--- src/msr_map.svh ---
// memory space router: offsets, bit positions, reset values, default windows
// assumes a 16-bit processor address and an 8-bit data bus
// How it works
// secondary flash select beats an overlapping main flash select.
// sram, control block or, in peripheral io mode, peripheral select beats any flash select.
// configuration keeps same-kind flash sector windows from overlapping.
// configuration keeps sram, control block and peripheral windows disjoint.
// configuration keeps each flash window within its physical sector size.
// example map splits 8000h-BFFFh into sram, secondary, then main flash.
// routing register gates read, write and fetch strobes to each flash, and fetch strobes to sram.
// reset reloads routing register bits 0 to 6 from the nonvolatile value.
// processor writes to the routing register take effect on later cycles.
// bits 4,3 pass data to main,secondary; bits 2,1 pass fetch.
// bit 0 adds fetch to sram; data always reaches sram.
// control block answers data cycles only, never fetches.
// bit 7 enables peripheral io mode, cleared on reset; bits 6,5 unused.
// routing register sits at control block base plus E2h.
// bit 7 acts independently of memory routing bits 0 to 4.
// no hit, or a gated-off hit, enables no memory.
// reading the routing register returns the value in force.
`ifndef MSR_MAP_SVH
`define MSR_MAP_SVH

// ----------------------------------------
// register placement and fields
// ----------------------------------------
`define MSR_ROUTING_OFS     8'hE2
`define MSR_PERIPH_BIT      7
`define MSR_MAIN_DATA_BIT   4
`define MSR_BOOT_DATA_BIT   3
`define MSR_MAIN_FETCH_BIT  2
`define MSR_BOOT_FETCH_BIT  1
`define MSR_SRAM_FETCH_BIT  0
`define MSR_PERIPH_RESET    1'b0
`define MSR_RDATA_RESET     8'h00

// ----------------------------------------
// default decode windows
// ----------------------------------------
`define MSR_MAIN_LO_DFLT    {{7{16'h0000}}, 16'h8000}
`define MSR_MAIN_HI_DFLT    {{7{16'h0000}}, 16'hBFFF}
`define MSR_MAIN_USED_DFLT  8'h01
`define MSR_BOOT_LO_DFLT    {{3{16'h0000}}, 16'h8000}
`define MSR_BOOT_HI_DFLT    {{3{16'h0000}}, 16'h9FFF}
`define MSR_BOOT_USED_DFLT  4'h1
`define MSR_SRAM_LO_DFLT    16'h8000
`define MSR_SRAM_HI_DFLT    16'h87FF
`define MSR_CTRL_BASE_DFLT  16'h0200
`define MSR_PERIPH_LO_DFLT  16'h0300
`define MSR_PERIPH_HI_DFLT  16'h03FF

`endif

--- src/msr_pkg.sv ---
// memory space router: shared types
// assumes msr_map.svh supplies the numbers
package msr_pkg;

    typedef logic [15:0] msr_addr_t;
    typedef logic [7:0]  msr_byte_t;

    typedef struct packed {
        msr_byte_t routing;
        msr_byte_t rdata;
    } msr_state_t;

endpackage

--- src/msr_sel_decode.sv ---
// memory space router: address window decode for every select
// assumes windows come from configuration and are held constant
`timescale 1ns/10ps
`include "msr_map.svh"

module msr_sel_decode #(
    parameter logic [127:0] MAIN_LO   = `MSR_MAIN_LO_DFLT,
    parameter logic [127:0] MAIN_HI   = `MSR_MAIN_HI_DFLT,
    parameter logic [7:0]   MAIN_USED = `MSR_MAIN_USED_DFLT,
    parameter logic [63:0]  BOOT_LO   = `MSR_BOOT_LO_DFLT,
    parameter logic [63:0]  BOOT_HI   = `MSR_BOOT_HI_DFLT,
    parameter logic [3:0]   BOOT_USED = `MSR_BOOT_USED_DFLT,
    parameter logic [15:0]  SRAM_LO   = `MSR_SRAM_LO_DFLT,
    parameter logic [15:0]  SRAM_HI   = `MSR_SRAM_HI_DFLT,
    parameter logic [15:0]  CTRL_BASE = `MSR_CTRL_BASE_DFLT,
    parameter logic [15:0]  PERIPH_LO = `MSR_PERIPH_LO_DFLT,
    parameter logic [15:0]  PERIPH_HI = `MSR_PERIPH_HI_DFLT
) (
    input  wire msr_pkg::msr_addr_t addr,
    output logic [7:0]              main_hit,
    output logic [3:0]              boot_hit,
    output logic                    sram_hit,
    output logic                    ctrl_hit,
    output logic                    reg_hit,
    output logic                    periph_hit
);

    function automatic logic in_win(input logic [15:0] a,
                                    input logic [15:0] lo,
                                    input logic [15:0] hi);
        in_win = (a >= lo) && (a <= hi);
    endfunction

    // ----------------------------------------
    // flash sector windows
    // ----------------------------------------
    genvar gi;
    generate
        for (gi = 0; gi < 8; gi++) begin : g_main
            assign main_hit[gi] = MAIN_USED[gi] &&
                in_win(addr, MAIN_LO[gi*16 +: 16], MAIN_HI[gi*16 +: 16]);
        end
        for (gi = 0; gi < 4; gi++) begin : g_boot
            assign boot_hit[gi] = BOOT_USED[gi] &&
                in_win(addr, BOOT_LO[gi*16 +: 16], BOOT_HI[gi*16 +: 16]);
        end
    endgenerate

    // ----------------------------------------
    // top level windows
    // ----------------------------------------
    assign sram_hit   = in_win(addr, SRAM_LO, SRAM_HI);
    assign ctrl_hit   = (addr[15:8] == CTRL_BASE[15:8]);
    // control block is one 256-byte page on a page boundary
    assign reg_hit    = ctrl_hit && (addr[7:0] == `MSR_ROUTING_OFS);
    assign periph_hit = in_win(addr, PERIPH_LO, PERIPH_HI);

endmodule

--- src/msr_priority.sv ---
// memory space router: priority resolution and strobe gating
// assumes at most one of data and fetch strobes is active at once
`timescale 1ns/10ps
`include "msr_map.svh"

module msr_priority (
    input  wire logic [7:0] main_hit,
    input  wire logic [3:0] boot_hit,
    input  wire logic       sram_hit,
    input  wire logic       ctrl_hit,
    input  wire logic       periph_hit,
    input  wire logic       data_cyc,
    input  wire logic       fetch_cyc,
    input  wire logic [7:0] routing,
    output logic [7:0]      main_flash_en,
    output logic [3:0]      boot_flash_en,
    output logic            sram_en,
    output logic            ctrl_block_en,
    output logic            periph_sel_en
);

    logic top_claim;
    logic boot_claim;
    logic main_ok;
    logic boot_ok;

    function automatic logic pass(input logic data_bit,
                                  input logic fetch_bit,
                                  input logic dcyc,
                                  input logic fcyc);
        pass = (dcyc && data_bit) || (fcyc && fetch_bit);
    endfunction

    // peripheral window only claims the bus in peripheral io mode
    assign top_claim  = sram_hit || ctrl_hit || (periph_hit && routing[`MSR_PERIPH_BIT]);
    assign boot_claim = |boot_hit;

    assign main_ok = pass(routing[`MSR_MAIN_DATA_BIT], routing[`MSR_MAIN_FETCH_BIT],
                          data_cyc, fetch_cyc);
    assign boot_ok = pass(routing[`MSR_BOOT_DATA_BIT], routing[`MSR_BOOT_FETCH_BIT],
                          data_cyc, fetch_cyc);

    // a gated-off winner does not fall through to a lower memory
    always_comb begin
        sram_en       = sram_hit && pass(1'b1, routing[`MSR_SRAM_FETCH_BIT],
                                         data_cyc, fetch_cyc);
        ctrl_block_en = ctrl_hit && data_cyc;
        periph_sel_en = periph_hit && routing[`MSR_PERIPH_BIT] && data_cyc;
        boot_flash_en = (top_claim || !boot_ok) ? 4'h0 : boot_hit;
        main_flash_en = (top_claim || boot_claim || !main_ok) ? 8'h00 : main_hit;
    end

endmodule

--- src/msr_router.sv ---
// memory space router: top level, routing register and bus read-back
// assumes active-low processor strobes, synchronous to mclk, one at a time
// assumes a read strobe is held at least two mclk cycles
`timescale 1ns/10ps
`include "msr_map.svh"

module msr_router #(
    parameter logic [127:0] MAIN_LO   = `MSR_MAIN_LO_DFLT,
    parameter logic [127:0] MAIN_HI   = `MSR_MAIN_HI_DFLT,
    parameter logic [7:0]   MAIN_USED = `MSR_MAIN_USED_DFLT,
    parameter logic [63:0]  BOOT_LO   = `MSR_BOOT_LO_DFLT,
    parameter logic [63:0]  BOOT_HI   = `MSR_BOOT_HI_DFLT,
    parameter logic [3:0]   BOOT_USED = `MSR_BOOT_USED_DFLT,
    parameter logic [15:0]  SRAM_LO   = `MSR_SRAM_LO_DFLT,
    parameter logic [15:0]  SRAM_HI   = `MSR_SRAM_HI_DFLT,
    parameter logic [15:0]  CTRL_BASE = `MSR_CTRL_BASE_DFLT,
    parameter logic [15:0]  PERIPH_LO = `MSR_PERIPH_LO_DFLT,
    parameter logic [15:0]  PERIPH_HI = `MSR_PERIPH_HI_DFLT
) (
    input  wire logic               mclk,
    input  wire logic               srst,
    input  wire msr_pkg::msr_addr_t bus_addr,
    input  wire logic               bus_rd_n,
    input  wire logic               bus_wr_n,
    input  wire logic               bus_psen_n,
    input  wire msr_pkg::msr_byte_t bus_wdata,
    input  wire msr_pkg::msr_byte_t nv_routing_value,
    output msr_pkg::msr_byte_t      bus_rdata,
    output logic                    bus_rdata_en,
    output logic [7:0]              main_flash_en,
    output logic [3:0]              boot_flash_en,
    output logic                    sram_en,
    output logic                    ctrl_block_en,
    output logic                    periph_sel_en,
    output logic                    periph_io_enable
);

    // ----------------------------------------
    // state and decode wires
    // ----------------------------------------
    msr_pkg::msr_state_t st;
    msr_pkg::msr_state_t next_st;

    logic [7:0] main_hit;
    logic [3:0] boot_hit;
    logic       sram_hit;
    logic       ctrl_hit;
    logic       reg_hit;
    logic       periph_hit;
    logic       data_cyc;
    logic       fetch_cyc;
    logic       rd_cyc;
    logic       wr_cyc;
    logic       reg_wr;
    logic       reg_rd;
    logic       ctrl_rd;

    assign rd_cyc    = !bus_rd_n;
    assign wr_cyc    = !bus_wr_n;
    assign data_cyc  = rd_cyc || wr_cyc;
    assign fetch_cyc = !bus_psen_n;

    // ----------------------------------------
    // address decode
    // ----------------------------------------
    msr_sel_decode #(
        .MAIN_LO   (MAIN_LO),
        .MAIN_HI   (MAIN_HI),
        .MAIN_USED (MAIN_USED),
        .BOOT_LO   (BOOT_LO),
        .BOOT_HI   (BOOT_HI),
        .BOOT_USED (BOOT_USED),
        .SRAM_LO   (SRAM_LO),
        .SRAM_HI   (SRAM_HI),
        .CTRL_BASE (CTRL_BASE),
        .PERIPH_LO (PERIPH_LO),
        .PERIPH_HI (PERIPH_HI)
    ) u_decode (
        .addr       (bus_addr),
        .main_hit   (main_hit),
        .boot_hit   (boot_hit),
        .sram_hit   (sram_hit),
        .ctrl_hit   (ctrl_hit),
        .reg_hit    (reg_hit),
        .periph_hit (periph_hit)
    );

    // ----------------------------------------
    // priority and strobe routing
    // ----------------------------------------
    msr_priority u_prio (
        .main_hit      (main_hit),
        .boot_hit      (boot_hit),
        .sram_hit      (sram_hit),
        .ctrl_hit      (ctrl_hit),
        .periph_hit    (periph_hit),
        .data_cyc      (data_cyc),
        .fetch_cyc     (fetch_cyc),
        .routing       (st.routing),
        .main_flash_en (main_flash_en),
        .boot_flash_en (boot_flash_en),
        .sram_en       (sram_en),
        .ctrl_block_en (ctrl_block_en),
        .periph_sel_en (periph_sel_en)
    );

    // ----------------------------------------
    // routing register and read-back
    // ----------------------------------------
    // register access rides on the data-only control block enable
    assign reg_wr  = ctrl_block_en && reg_hit && wr_cyc;
    assign reg_rd  = ctrl_block_en && reg_hit && rd_cyc;
    assign ctrl_rd = ctrl_block_en && rd_cyc;

    always_comb begin
        next_st = st;
        if (srst) begin
            // runtime value is dropped; peripheral mode always comes up off
            next_st.routing = {`MSR_PERIPH_RESET, nv_routing_value[6:0]};
            next_st.rdata   = `MSR_RDATA_RESET;
        end else begin
            if (reg_wr) begin
                next_st.routing = bus_wdata;
            end
            if (reg_rd) begin
                next_st.rdata = st.routing;
            end else if (ctrl_rd) begin
                // other control-block registers live elsewhere
                next_st.rdata = `MSR_RDATA_RESET;
            end
        end
    end

    always_ff @(posedge mclk) begin
        st <= next_st;
    end

    assign bus_rdata        = st.rdata;
    assign bus_rdata_en     = ctrl_rd;
    assign periph_io_enable = st.routing[`MSR_PERIPH_BIT];

    logic [6:0] nv_low;
    logic       any_hit;
    logic [14:0] all_en;

    assign nv_low  = nv_routing_value[6:0];
    assign any_hit = (|main_hit) || (|boot_hit) || sram_hit || ctrl_hit || periph_hit;
    assign all_en  = {main_flash_en, boot_flash_en, sram_en, ctrl_block_en, periph_sel_en};

    // ----------------------------------------
    // strobe gating per memory
    // ----------------------------------------
    // a flash hit only counts when nothing on the top level claims the cycle
    logic top_any;

    assign top_any = sram_hit || ctrl_hit || (periph_hit && st.routing[`MSR_PERIPH_BIT]);
endmodule

--- config.mk ---
export PLATFORM = sky130hd
export DESIGN_NAME = msr_router
export DESIGN_NICKNAME = d
export VERILOG_FILES = /design/src/msr_pkg.sv /design/src/msr_sel_decode.sv /design/src/msr_priority.sv /design/src/msr_router.sv
export VERILOG_INCLUDE_DIRS = /design/src /design/src/src
export SDC_FILE = /design/constraint.sdc
export NUM_CORES = 1
export LEC_CHECK = 0
export ABC_AREA = 0
export BUFFER_PORTS_ARGS = -buffer_cell sky130_fd_sc_hd__buf_2
export CAP_MARGIN = 20
export CORE_ASPECT_RATIO = 0.8
export CORE_MARGIN = 1.5
export CORE_UTILIZATION = 40
export CTS_CLUSTER_SIZE = 8
export DETAILED_ROUTE_END_ITERATION = 12
export PLACE_DENSITY = 0.87
export SKIP_LAST_GASP = 1
export SLEW_MARGIN = 25
export SYNTH_ARGS = -nofsm -noshare
export SYNTH_HDL_FRONTEND = slang
export SYNTH_SLANG_ARGS = --single-unit
--- constraint.sdc ---
create_clock -name mclk -period 2.3 [get_ports mclk]
set_clock_uncertainty 0.15 [all_clocks]
set_input_delay 0.115 -clock mclk [delete_from_list [all_inputs] [get_ports mclk]]
set_output_delay 0.115 -clock mclk [all_outputs]
set_load 0.05 [all_outputs]
==> flow_summary.ini <==
[outcome]
outcome = finished, final reports clean

[power_and_ir_drop]
seqPwrFrac_pct = 52.8
swShare_pct = 27.5
p_int_w = 0.000433
p_sw_w = 0.000164
total_power_w = 0.000597
p_comb_share_pct = 23.1
p_per_area_nw_per_um2 = 463
p_leak_nw = 0.623
clockPowerShare_pct = 24.0
irDropWorstVdd_mv = 0.254

[min_path]
min_to = bus_rdata[0]
holdPathStages = 3
hold_start = bus_rd_n
hp-class = primary input to register

[setup_path]
worstSetupPathType = primary input to register
critPathLaunchType = primary input
r2r_end = periph_io_enable
slowest_delay_ns = 0.58
worstPathMaxFanout = 4
r2r_setup_slack_ns = 0.91
cp-end-kind = register
rr_worst_depth = 3
rr_startpoint = periph_io_enable
cp_data_arrival_time_ns = 2.13
path_cells = buf_2, or4b_4, nand4b_4, nor3_1, mux2i_1, dlygate4sd3_1
critPathSlowestCell = or4b_4
required_ns = 2.37

[finish]
fin_area_um2 = 1290
drive_above_1_share_pct = 50.0
syn_to_final_growth_pct = 43.3
nets = 176
diodes = 0

[detailed_routing]
wire_per_inst_um = 12.6
detail_route.iter0.violations = 16
finalWirelength_um = 2060
ant_nets = 0
drc = 0
firstDrtPassIters = 4
viasPerCell = 4.82
num_vias = 786

[sta]
setup_violations = 0
slew_viol_final = 0
layout_worst_path_cycle_share_pct = 89.7
fin_tns_setup_ns = 0
post-route-min-period_ns = 2.06
fin_ws_ns = 0.238
hold_viol = 0
grt_setup_unrepaired = false
fmax_mhz = 485

[floorplanning]
die_area_um2 = 2550
start_util_pct = 42.1
core_area_um2 = 2140
ios = 62
die_y_um = 45.4
die_x_um = 56.1
rows = 15

[placement]
place_area_um2 = 1100
place_hpwl_um = 1620
port-buffer-count = 50
pre_cts_slack_ns = 0.251
gp_congestion = 0.849

[cts]
cts_tree = done
path_clk_slew_ns = 0.09
clock-root-buffer = clkbuf_4
insertion_delay_ns = 0.27
cts_buffers = 3
cts_resized = 0
cts_buffer_depth = 2
post_cts_buffers = 0
htree_num_levels = 1
cts.sinks = 16

[grt]
grt_pass1_wl_um = 3280
grt_start_max_net_pins = 13
antenna_found_initial = 0
grt_pass1_vias = 794
grt_remaining_overflow = 0
track_usage_pct = 16.6

[synth]
syn_area_um2 = 901
synth_area_per_cell_um2 = 11.5
ys_types = 27
yosys_warnings = 0
ys_seq_area_share_pct = 43.3
ys_ff_latch = 16
netlist_instances = 78

[flow_run]
cap_violations = 0
## synthesized netlist by cell type (all sizes together)
cell,n,area (um2)
dfxtp,9,180
nand4b,1,23.8
conb,1,3.75
buf,18,135
and4b,1,10.0
nor4,3,40.0
mux2i,1,10.0
a22o,8,70.1
nor3,2,10.0
edfxtp,7,210
a21oi,1,5.00
nor3b,1,7.51
nand2,2,7.51
or3b,1,8.76
or2,1,6.26
or4b,1,13.8
a22oi,2,15.0
nand2b,2,12.5
mux2,7,78.8
nor2,3,11.3
inv,1,3.75
or3,1,6.26
clkbuf,1,3.75
nor4bb,1,10.0
nor4b,2,17.5
## through the flow
stage	hold WS (ns)	instances	utilization, %
CTS	0.117	163	60.4
global route	0.128	163	60.4
detailed placement	0.242	143	51.6
floorplan	0.121	87	-
global placement	0.233	143	51.6
finish	0.129	163	60.4
## worst max path at each step
stage                       startpoint                to  slack [ns]  depth (start not counted)
after floorplan                 st[10]  main_flash_en[0]        0.09                          2
after global placement    bus_addr[11]            st[13]        0.29                          5
final                     bus_addr[11]  periph_io_enable        0.24                          6
after detailed placement  bus_addr[11]            st[14]        0.25                          5
after global routing      bus_addr[11]  periph_io_enable        0.14                          6
after CTS                 bus_addr[11]  periph_io_enable        0.30                          6
## state kept, by name, summed over array words and instances (netlist names)
register,cells
st,7
periph_io_enable,1
bus_rdata,8
## cells in the final DEF, fill, tap and decap left out, types with 3 or more instances in the layout
cell	count
a22o_1	8
dlygate4sd3_1	16
clkbuf_4	3
nor2_1	3
dfxtp_1	9
conb_1	10
buf_2	50
edfxtp_1	7
mux2_2	7
## power groups by stage
stage | registers (W) | clock network (W) | logic, W
5_1_grt | 0.000317 | 0.000160 | 0.000147
6_report | 0.000316 | 0.000144 | 0.000138
3_5_place_dp | 0.000322 | 0 | 0.000114
4_1_cts | 0.000316 | 0.000150 | 0.000137
2_1_floorplan | 0.000320 | 0 | 0.0000869
3_3_place_gp | 0.000322 | 0 | 0.000111
## critical path, delay by kind of cell
family | cells | cell delay (ns)
multiplexers | 1 | 0.23
AND/OR/NAND/NOR | 3 | 1.10
buffers and inverters | 2 | 0.69
## cell families after synthesis
family | share of synthesized area [%]
DFF | 43.3
buffers and inverters | 15.8
muxes | 9.86
AOI/OAI and AO/OA | 10.0
other | 0.416
and+or+nand+nor | 20.6
## per-layer routing
metal	vias to the layer above	GRT usage [%]	part of all wire [%]
li1	384	-	-
met1	359	17.6	38
met2	39	31.3	54
met3	4	3.98	6.6
met4	0	9.05	1.4
met5	-	0	0
## layout make-up
cell class / count / area, um2
clock buffer: 3 / 22.5
clock inverter: 1 / 3.75
fill: 190 / 848
inverter: 1 / 3.75
multi-input combinational: 51 / 429
sequential: 16 / 390
tap: 25 / 31.3
timing repair buffer: 66 / 410
## repair_timing
item | 4_1_cts | 5_1_grt
endpoints found under the setup margin | 0 | 0
endpoints found under the hold margin | 8 | 0
hold buffers | 16 | 0
Note: power is estimated with default switching activity, not from simulation.
